File: src/common/cesr_consts.svh
// constants for the cpu error status report block
`ifndef CESR_CONSTS_SVH
`define CESR_CONSTS_SVH
`define CESR_NUM_CPU 4
`define CESR_EVT_W 58
`define CESR_DEF_W 7
`define CESR_PAR_W 8
`define CESR_FPSTAT_W 32
`define CESR_FPSTAT_QC 27
`define CESR_FPSTAT_IDC 7
`define CESR_DEF_QC 6
`define CESR_DEF_IDC 5
`define CESR_PAR_BTC 7
`define CESR_PAR_HIST 6
`define CESR_PAR_ITAG 5
`define CESR_PAR_IDATA 4
`define CESR_PAR_TLB 3
`define CESR_PAR_DOUTER 2
`define CESR_PAR_DTAG 1
`define CESR_PAR_DDATA 0
`define CESR_ADDR_W 4
`define CESR_OFF_STATUS 4'h0
`define CESR_OFF_MASK 4'h4
`define CESR_OFF_CFG 4'h8
`define CESR_OFF_CORE 4'hc
`define CESR_IRQ_W 3
`define CESR_IRQ_ABORT 0
`define CESR_IRQ_PAR 1
`define CESR_IRQ_SNOOP 2
`define CESR_CFG_W 2
`define CESR_CFG_ENG_PRESENT 0
`define CESR_CFG_ENG_SIMD 1
`define CESR_CFG_RST 2'h3
`define CESR_ENG_PRESENT 1'b1
`define CESR_PARITY_PRESENT 1'b1
`endif

File: src/common/cesr_pkg.sv
// types for the cpu error status report block
`include "cesr_consts.svh"
package cesr_pkg;
	typedef struct packed {
		logic irq;
		logic secure;
		logic privileged;
		logic [`CESR_DEF_W-1:0] flags;
		logic [`CESR_PAR_W-1:0] ram_parity;
	} cesr_cpu_stat_t;
	typedef struct packed {
		logic [`CESR_ADDR_W-1:0] address;
		logic read;
		logic write;
		logic [31:0] writedata;
	} cesr_avm_req_t;
endpackage

File: src/hdl/cesr_top.sv
// cpu error status report: registered status, flag and parity outputs
`timescale 1ns/1ns
`include "cesr_consts.svh"
module cesr_top
	import cesr_pkg::*;
(
	input wire logic sys_clk,
	input wire logic rst,
	input wire logic [`CESR_NUM_CPU*`CESR_EVT_W-1:0] core_event_in,
	input wire logic [`CESR_NUM_CPU-1:0] core_irq_in,
	input wire logic [`CESR_NUM_CPU-1:0] core_secure_in,
	input wire logic [`CESR_NUM_CPU-1:0] core_priv_in,
	input wire logic [`CESR_NUM_CPU*`CESR_FPSTAT_W-1:0] fp_status_control_register,
	input wire logic writeback_abort_in,
	input wire logic [`CESR_NUM_CPU*`CESR_PAR_W-1:0] ram_parity_check,
	input wire logic [`CESR_NUM_CPU*4-1:0] snoop_tag_parity_check,
	input wire logic [`CESR_ADDR_W-1:0] avs_address,
	input wire logic avs_read,
	input wire logic avs_write,
	input wire logic [31:0] avs_writedata,
	output logic [31:0] avs_readdata,
	output logic avs_waitrequest,
	output logic [`CESR_NUM_CPU*`CESR_EVT_W-1:0] perf_event_bus,
	output logic [`CESR_NUM_CPU-1:0] metrics_irq,
	output logic [`CESR_NUM_CPU-1:0] cpu_secure_state,
	output logic [`CESR_NUM_CPU-1:0] cpu_privileged_state,
	output logic [`CESR_NUM_CPU*`CESR_DEF_W-1:0] data_engine_flags,
	output logic writeback_abort_pulse,
	output logic [`CESR_NUM_CPU*`CESR_PAR_W-1:0] ram_parity_fail,
	output logic [`CESR_NUM_CPU-1:0] snoop_tag_parity_fail,
	output logic irq
);
	localparam int NC = `CESR_NUM_CPU;
	localparam int PW = `CESR_PAR_W;
	localparam int DW = `CESR_DEF_W;
	localparam int FW = `CESR_FPSTAT_W;

	cesr_avm_req_t req;
	logic [`CESR_CFG_W-1:0] cfg_r;
	logic [`CESR_IRQ_W-1:0] status_r;
	logic [`CESR_IRQ_W-1:0] status_nxt;
	logic [`CESR_IRQ_W-1:0] mask_r;
	logic [`CESR_IRQ_W-1:0] event_set;
	logic ack_r;
	logic [NC*PW-1:0] par_nxt;
	logic [NC-1:0] snoop_nxt;
	logic [NC*DW-1:0] def_nxt;

	assign req = '{address: avs_address, read: avs_read, write: avs_write,
		writedata: avs_writedata};

	// ------------------------------------------------------------
	// per-processor status outputs
	// ------------------------------------------------------------
	always_ff @(posedge sys_clk or posedge rst) begin
		if (rst) begin
			perf_event_bus <= '0;
			metrics_irq <= '0;
			cpu_secure_state <= '0;
			cpu_privileged_state <= '0;
		end else begin
			perf_event_bus <= core_event_in;
			metrics_irq <= core_irq_in;
			cpu_secure_state <= core_secure_in;
			cpu_privileged_state <= core_priv_in;
		end
	end

	// ------------------------------------------------------------
	// data engine flags
	// ------------------------------------------------------------
	always_comb begin
		def_nxt = '0;
		for (int i = 0; i < NC; i++) begin
			if (`CESR_ENG_PRESENT && cfg_r[`CESR_CFG_ENG_PRESENT]) begin
				def_nxt[i*DW + `CESR_DEF_QC] = cfg_r[`CESR_CFG_ENG_SIMD] &
					fp_status_control_register[i*FW + `CESR_FPSTAT_QC];
				def_nxt[i*DW + `CESR_DEF_IDC] =
					fp_status_control_register[i*FW + `CESR_FPSTAT_IDC];
				def_nxt[i*DW +: 5] = fp_status_control_register[i*FW +: 5];
			end
		end
	end

	always_ff @(posedge sys_clk or posedge rst) begin
		if (rst) begin
			data_engine_flags <= '0;
		end else begin
			data_engine_flags <= def_nxt;
		end
	end

	// ------------------------------------------------------------
	// one-cycle error pulses
	// ------------------------------------------------------------
	// a check held high for several cycles still reports once per rising edge
	logic [NC*PW-1:0] par_prev_r;
	logic [NC-1:0] snoop_prev_r;
	logic abort_prev_r;
	logic [NC-1:0] snoop_or;

	always_comb begin
		snoop_or = '0;
		for (int i = 0; i < NC; i++) begin
			snoop_or[i] = |snoop_tag_parity_check[i*4 +: 4];
		end
	end

	// bit order of each processor vector follows the array mapping
	assign par_nxt = `CESR_PARITY_PRESENT ? (ram_parity_check & ~par_prev_r) : '0;
	assign snoop_nxt = `CESR_PARITY_PRESENT ? (snoop_or & ~snoop_prev_r) : '0;

	always_ff @(posedge sys_clk or posedge rst) begin
		if (rst) begin
			par_prev_r <= '0;
			snoop_prev_r <= '0;
			abort_prev_r <= 1'b0;
			ram_parity_fail <= '0;
			snoop_tag_parity_fail <= '0;
			writeback_abort_pulse <= 1'b0;
		end else begin
			par_prev_r <= ram_parity_check;
			snoop_prev_r <= snoop_or;
			abort_prev_r <= writeback_abort_in;
			ram_parity_fail <= par_nxt;
			snoop_tag_parity_fail <= snoop_nxt;
			writeback_abort_pulse <= writeback_abort_in & ~abort_prev_r;
		end
	end

	// ------------------------------------------------------------
	// sticky event status and interrupt
	// ------------------------------------------------------------
	// is met on chip by these sticky flags
	assign event_set[`CESR_IRQ_ABORT] = writeback_abort_pulse;
	assign event_set[`CESR_IRQ_PAR] = |ram_parity_fail;
	assign event_set[`CESR_IRQ_SNOOP] = |snoop_tag_parity_fail;

	always_comb begin
		status_nxt = status_r;
		if (ack_r && req.write && req.address == `CESR_OFF_STATUS) begin
			status_nxt = status_nxt & ~req.writedata[`CESR_IRQ_W-1:0];
		end
		// set wins over clear
		status_nxt = status_nxt | event_set;
	end

	always_ff @(posedge sys_clk or posedge rst) begin
		if (rst) begin
			status_r <= '0;
		end else begin
			status_r <= status_nxt;
		end
	end

	always_ff @(posedge sys_clk or posedge rst) begin
		if (rst) begin
			irq <= 1'b0;
		end else begin
			irq <= |(status_nxt & mask_r);
		end
	end

	// ------------------------------------------------------------
	// avalon-mm slave, one wait state per access
	// ------------------------------------------------------------
	assign avs_waitrequest = (req.read | req.write) & ~ack_r;

	always_ff @(posedge sys_clk or posedge rst) begin
		if (rst) begin
			ack_r <= 1'b0;
		end else begin
			ack_r <= (req.read | req.write) & ~ack_r;
		end
	end

	always_ff @(posedge sys_clk or posedge rst) begin
		if (rst) begin
			mask_r <= '0;
			cfg_r <= `CESR_CFG_RST;
		end else if (req.write && ack_r) begin
			// writes land on the completion edge, like the status clear
			case (req.address)
				`CESR_OFF_MASK: mask_r <= req.writedata[`CESR_IRQ_W-1:0];
				`CESR_OFF_CFG: cfg_r <= req.writedata[`CESR_CFG_W-1:0];
				default: ;
			endcase
		end
	end

	always_ff @(posedge sys_clk or posedge rst) begin
		if (rst) begin
			avs_readdata <= '0;
		end else if (req.read && !ack_r) begin
			case (req.address)
				`CESR_OFF_STATUS: avs_readdata <= {29'h0, status_r};
				`CESR_OFF_MASK: avs_readdata <= {29'h0, mask_r};
				`CESR_OFF_CFG: avs_readdata <= {30'h0, cfg_r};
				`CESR_OFF_CORE: avs_readdata <= {24'h0, cpu_privileged_state,
					cpu_secure_state};
				default: avs_readdata <= 32'h0;
			endcase
		end
	end
endmodule

File: config.mk
export PLATFORM = sky130hd
export DESIGN_NAME = cesr_top
export DESIGN_NICKNAME = d
export VERILOG_FILES = /design/src/common/cesr_pkg.sv /design/src/hdl/cesr_top.sv
export VERILOG_INCLUDE_DIRS = /design/src /design/src/common
export SDC_FILE = /design/constraint.sdc
export NUM_CORES = 1
export LEC_CHECK = 0
export BUFFER_PORTS_ARGS = -buffer_cell sky130_fd_sc_hd__buf_4
export CAP_MARGIN = 20
export CORE_AREA = 3 3 309 311
export DETAILED_ROUTE_END_ITERATION = 6
export DIE_AREA = 0 0 312 314
export PLACE_DENSITY = 0.3
export SLEW_MARGIN = 20
export SYNTH_ARGS = -nofsm -noshare
export SYNTH_HDL_FRONTEND = slang
export SYNTH_SLANG_ARGS = --single-unit
File: constraint.sdc
create_clock -name sys_clk -period 19.9 [get_ports sys_clk]
set_input_delay 1.99 -clock sys_clk [delete_from_list [all_inputs] [get_ports sys_clk]]
set_output_delay 1.99 -clock sys_clk [all_outputs]
set_load 0.005 [all_outputs]
; Yosys cells after proc, flatten, opt, wreduce, memory -nomap -nowiden
; Cells that the tools add are included.
[op_classes]
bitwise_logic = 17
eq_ne = 3
n_reduce_logical = 14
mux = 6
[op_table]
columns = cell, n
row1 = 32-bit AND, 1
row2 = 32-bit inverter, 1
row3 = 8-bit one-hot mux with 4 select lines, 1
row4 = 32-bit OR reduction, 1
row5 = 7-bit 2-to-1 mux, 4
row6 = 4-bit OR reduction, 5
row7 = 4-bit == test (second input constant), 2
row8 = 1-bit AND, 6
row9 = 3-bit AND, 2
row10 = 4-bit AND, 1
row11 = 4-bit by 3-bit == test with 1-bit output (second input constant), 1
row12 = 4-bit logical NOT, 1
row13 = 4-bit inverter, 1
row14 = 2-bit AND reduction, 2
row15 = 1-bit logical AND, 3
row16 = 3-bit 2-to-1 mux, 1
row17 = 3-bit inverter, 1
row18 = 3-bit bitwise OR, 1
row19 = 3-bit OR reduction, 1
row20 = 1-bit inverter, 2
row21 = 1-bit logical NOT, 1
row22 = 1-bit bitwise OR, 1
[totals]
inputBits = 461
elab_cells = 57
out_inout_bits = 343
regBits = 388

; Longest topological paths before layout
[depth]
word_depth = 6
mapped_depth = 5
ltp_nobuf = 4

; Worst setup path before layout
; OpenSTA, ideal clock, no wires.
[synth_path]
path_kind = input to output
start = in avs_write
end = out avs_waitrequest
t_required_ps = 17910
path_buffers = 0
stages = 2
setup_slack_ps = 15773
t_arrival_ps = 2137
cell_sequence = nor2_1 -> nor2_1
[synth_via]
elab_chain_cells = 2
[synth_lines]
columns = item, line_no
row1 = from (decl), cesr_top.sv:19  ; input wire logic avs_write,
row2 = 1-bit bitwise OR, cesr_top.sv:167  ; assign avs_waitrequest = (req.read | req.write) & ~ack_r;
row3 = 1-bit AND, cesr_top.sv:167
row4 = to (decl), cesr_top.sv:22  ; output logic avs_waitrequest,
; No other way between the ends.

; Final worst setup path
; Same ends and word-level chain as after synthesis.

==> impl_metrics.csv <==
group,metric,value,unit
timing,worst_pin_slew,0.9674,ns
power_and_ir_drop,pwr-share-comb,0.085,
run_status,status,"finished, final reports clean",
setup_path,r2r_start,"ram_parity_fail[1]",
die,io-pin-count,804,
power_and_ir_drop,switching_share,0.2321,
cts,cts_buffers,48,
global_route,grt_start_max_net_pins,121,
detailed_routing,wirelength,47300,µm
synth,synth_sequential_area_ratio,0.8976,
cells_and_area,final_core_util,0.1953,
cells_and_area,drive_gt1_frac,0.5942,
timing,fin_setup_tns,0,ns
synth,syn_inst,517,
synth,ys_warn_count,0,
timing,rsz0062_at_grt,"false",
cts,cts-root-buf,"clkbuf_16",
global_route,grt_pass1_vias,8188,
detailed_routing,ant_nets,0,
cts,clockBufferDepth,3,
die,chipWidth,312,µm
global_route,grt_antenna_before_repair,2,
setup_path,worstPathMaxFanout,2,
cells_and_area,nFillCells,10219,
timing,setup-violations-final,0,
timing,finalCriticalPeriod,4.388,ns
power_and_ir_drop,cellPowerDensity,102.8,nW/µm²
detailed_routing,drc,0,
detailed_routing,wire_per_inst,18.86,µm
die,row_count,112,
setup_path,setup.worst_path.end_class,"primary output",
power_and_ir_drop,internal_power,0.001435,W
timing,hold_ws,0.3839,ns
power_and_ir_drop,power_frac_seq,0.432,
timing,max_freq,0.2279,GHz
global_route,gr-total-overflow,0,
setup_path,cp.arrival,2.40,ns
setup_path,r2r_end,"irq",
detailed_routing,first_pass_iters,4,
power_and_ir_drop,p_switching,0.0004335,W
setup_path,crit_end,"avs_waitrequest",
global_route,grt.total_usage,0.09425,
setup_path,r2r_setup_slack,17.52,ns
cts,hold_buffers,0,
power_and_ir_drop,p_leak,8.714,nW
flow_run,cap_violations,0,
cts,cts_sinks,364,
cells_and_area,area_growth,79.00,%
synth,avgSynthCellArea,19.63,µm²
timing,period_share,0.2205,
timing,max_slew_margin,0.3491,
synth,ys_ff_latch,364,
placement,portBuffers,650,
cts,path_clk_slew,0.06,ns
power_and_ir_drop,peakVddDrop,0.00005513,V
detailed_routing,avgViaCountPerCell,2.797,
timing,clock_skew,0.02268,ns
detailed_routing,num_vias,7014,
synth,syn_area,10150,µm²
setup_path,crit_path_start,"avs_write",
die,die_h,314,µm
timing,hold_viol_final,0,
synth,yosysUniqueCellTypes,29,
die,dieArea,97970,µm²
detailed_routing,drt_iter0_markers,201,
setup_path,crit_required,17.91,ns
worst_hold_path,hold_class,"register to register",
placement,dp_hpwl,37580,µm
cts,cts_resized,0,
cts,cts_tree,"yes",
cells_and_area,nets,1676,
setup_path,r2r_cells,4,
worst_hold_path,hold_depth,1,
die,start_util,0.1091,
setup_path,critical_path_class,"input port to primary output",
cts,clock_latency,0.60,ns
die,core-area,93050,µm²
power_and_ir_drop,pwr-share-clk,0.482,
cts,postCtsSetupRepairBufs,0,
setup_path,critPathLaunchType,"input port",
timing,final_max_slew_viol_count,0,
cts,h-tree-depth,2,
global_route,grt_pass1_wl,65030,µm
placement,gp_congestion,0.7754,
[critical path: stages]
cell and delay [ns]:
buf_4 0.11, nor2_1 0.10, nor2_1 0.06, buf_4 0.14
[worst min path at each step]
| stage | slack [ns] | to | start |
|---|---|---|---|
| 3_3_place_gp | 0.38 | ram_parity_fail[16] | par_prev_r[16] |
| 3_5_place_dp | 0.38 | ram_parity_fail[16] | par_prev_r[16] |
| 4_1_cts | 0.38 | ram_parity_fail[18] | par_prev_r[18] |
| 5_1_grt | 0.39 | ram_parity_fail[25] | par_prev_r[25] |
| 2_1_floorplan | 0.38 | ram_parity_fail[0] | par_prev_r[0] |
| 6_report | 0.38 | ram_parity_fail[18] | par_prev_r[18] |
[through the flow]
step	total power, W	area [µm²]	setup slack (ns)	cells
final	0.001868	18170	15.51	2508
after global routing	0.001970	18160	15.46	2506
after CTS	0.001923	18160	15.50	2506
after detailed placement	0.0009868	16520	15.42	2419
after global placement	0.0009874	16520	15.46	2419
after floorplan	0.0008473	10240	7.810	540
[cell usage after synthesis]
library cell,number,area (µm²)
a211o_1,1,8.760
a221o_1,1,10.01
a22o_1,5,43.79
a22oi_1,1,7.510
a41oi_1,1,8.760
and2_1,25,156.4
and3_1,5,31.28
and4bb_2,1,12.51
buf_4,24,180.2
buf_6,1,11.26
clkbuf_1,4,15.01
conb_1,1,3.750
dfrtp_1,362,9059
dfstp_2,2,52.55
inv_1,5,18.77
mux2_2,6,67.56
mux4_2,2,45.04
nand2_1,4,15.01
nand2b_1,1,6.260
nand3_1,1,5.000
nand3b_1,2,15.01
nand4_1,2,12.51
nor2_1,4,15.01
nor2_2,1,6.260
nor2b_1,37,231.5
nor4_1,9,56.30
o21ai_0,4,20.02
or3_1,1,6.260
or4_1,4,30.03
[power groups by stage]
stage          sequential (W)  combinational, W  clock [W]
6_report             0.000808          0.000159   0.000901
5_1_grt              0.000813          0.000175   0.000981
4_1_cts              0.000809          0.000166   0.000949
3_5_place_dp         0.000821          0.000166          0
3_3_place_gp         0.000822          0.000165          0
2_1_floorplan        0.000816         0.0000317          0
[registers in the layout (all words and copies together) (netlist names)]
name,cells
writeback_abort_pulse,1
avs_readdata,8
par_prev_r,32
cpu_secure_state,4
cfg_r,2
status_r,3
data_engine_flags,28
snoop_tag_parity_fail,4
metrics_irq,4
abort_prev_r,1
cpu_privileged_state,4
ack_r,1
perf_event_bus,232
snoop_prev_r,4
irq,1
ram_parity_fail,32
mask_r,3
[logic make-up after synthesis]
group / count (synthesis) / synth area share
compound gates: 13 / 0.009738
buf+inv: 34 / 0.02219
flops: 364 / 0.8976
mux: 8 / 0.01109
other cells: 1 / 0.0003694
simple gates: 97 / 0.05904
[cell usage in the layout, fill, tap and decap left out, drive strengths merged]
cell / netlist / final
buf: 25 / 654
a22o: 5 / 5
or4: 4 / 4
clkinvlp: 0 / 3
nand2b: 1 / 1
mux4: 2 / 2
a22oi: 1 / 1
clkinv: 0 / 8
a221o: 1 / 1
nand3b: 2 / 2
nand4: 2 / 2
conb: 1 / 24
o21ai: 4 / 4
clkbuf: 4 / 68
and4bb: 1 / 1
mux2: 6 / 6
dfstp: 2 / 2
a41oi: 1 / 1
nor4: 9 / 9
nand2: 4 / 4
or3: 1 / 1
nor2: 5 / 5
inv: 5 / 7
and2: 25 / 25
bufinv: 0 / 6
a211o: 1 / 1
diode: 0 / 2
dfrtp: 362 / 362
nor2b: 37 / 37
nand3: 1 / 1
and3: 5 / 5
[cell type report]
type | instances | area [µm²] | area share
inverter | 5 | 26.28 | 0.001446
clock inverter | 19 | 275.3 | 0.01515
antenna | 2 | 5.005 | 0.0002754
tap | 1254 | 1569 | 0.08635
timing repair buffer | 654 | 4910 | 0.2702
clock buffer | 68 | 1366 | 0.07520
multi-input combinational | 142 | 907.1 | 0.04992
sequential | 364 | 9111 | 0.5014
[layer usage]
layer  vias to the layer above  global-route usage  part of all wire
met5                         -                   0           0.00027
met4                         2             0.02621             0.022
met3                        59             0.05339              0.13
met2                       416              0.1453              0.45
met1                      3508              0.1121              0.40
li1                       3029                   -                 -
(Power assumes the default switching activity.)
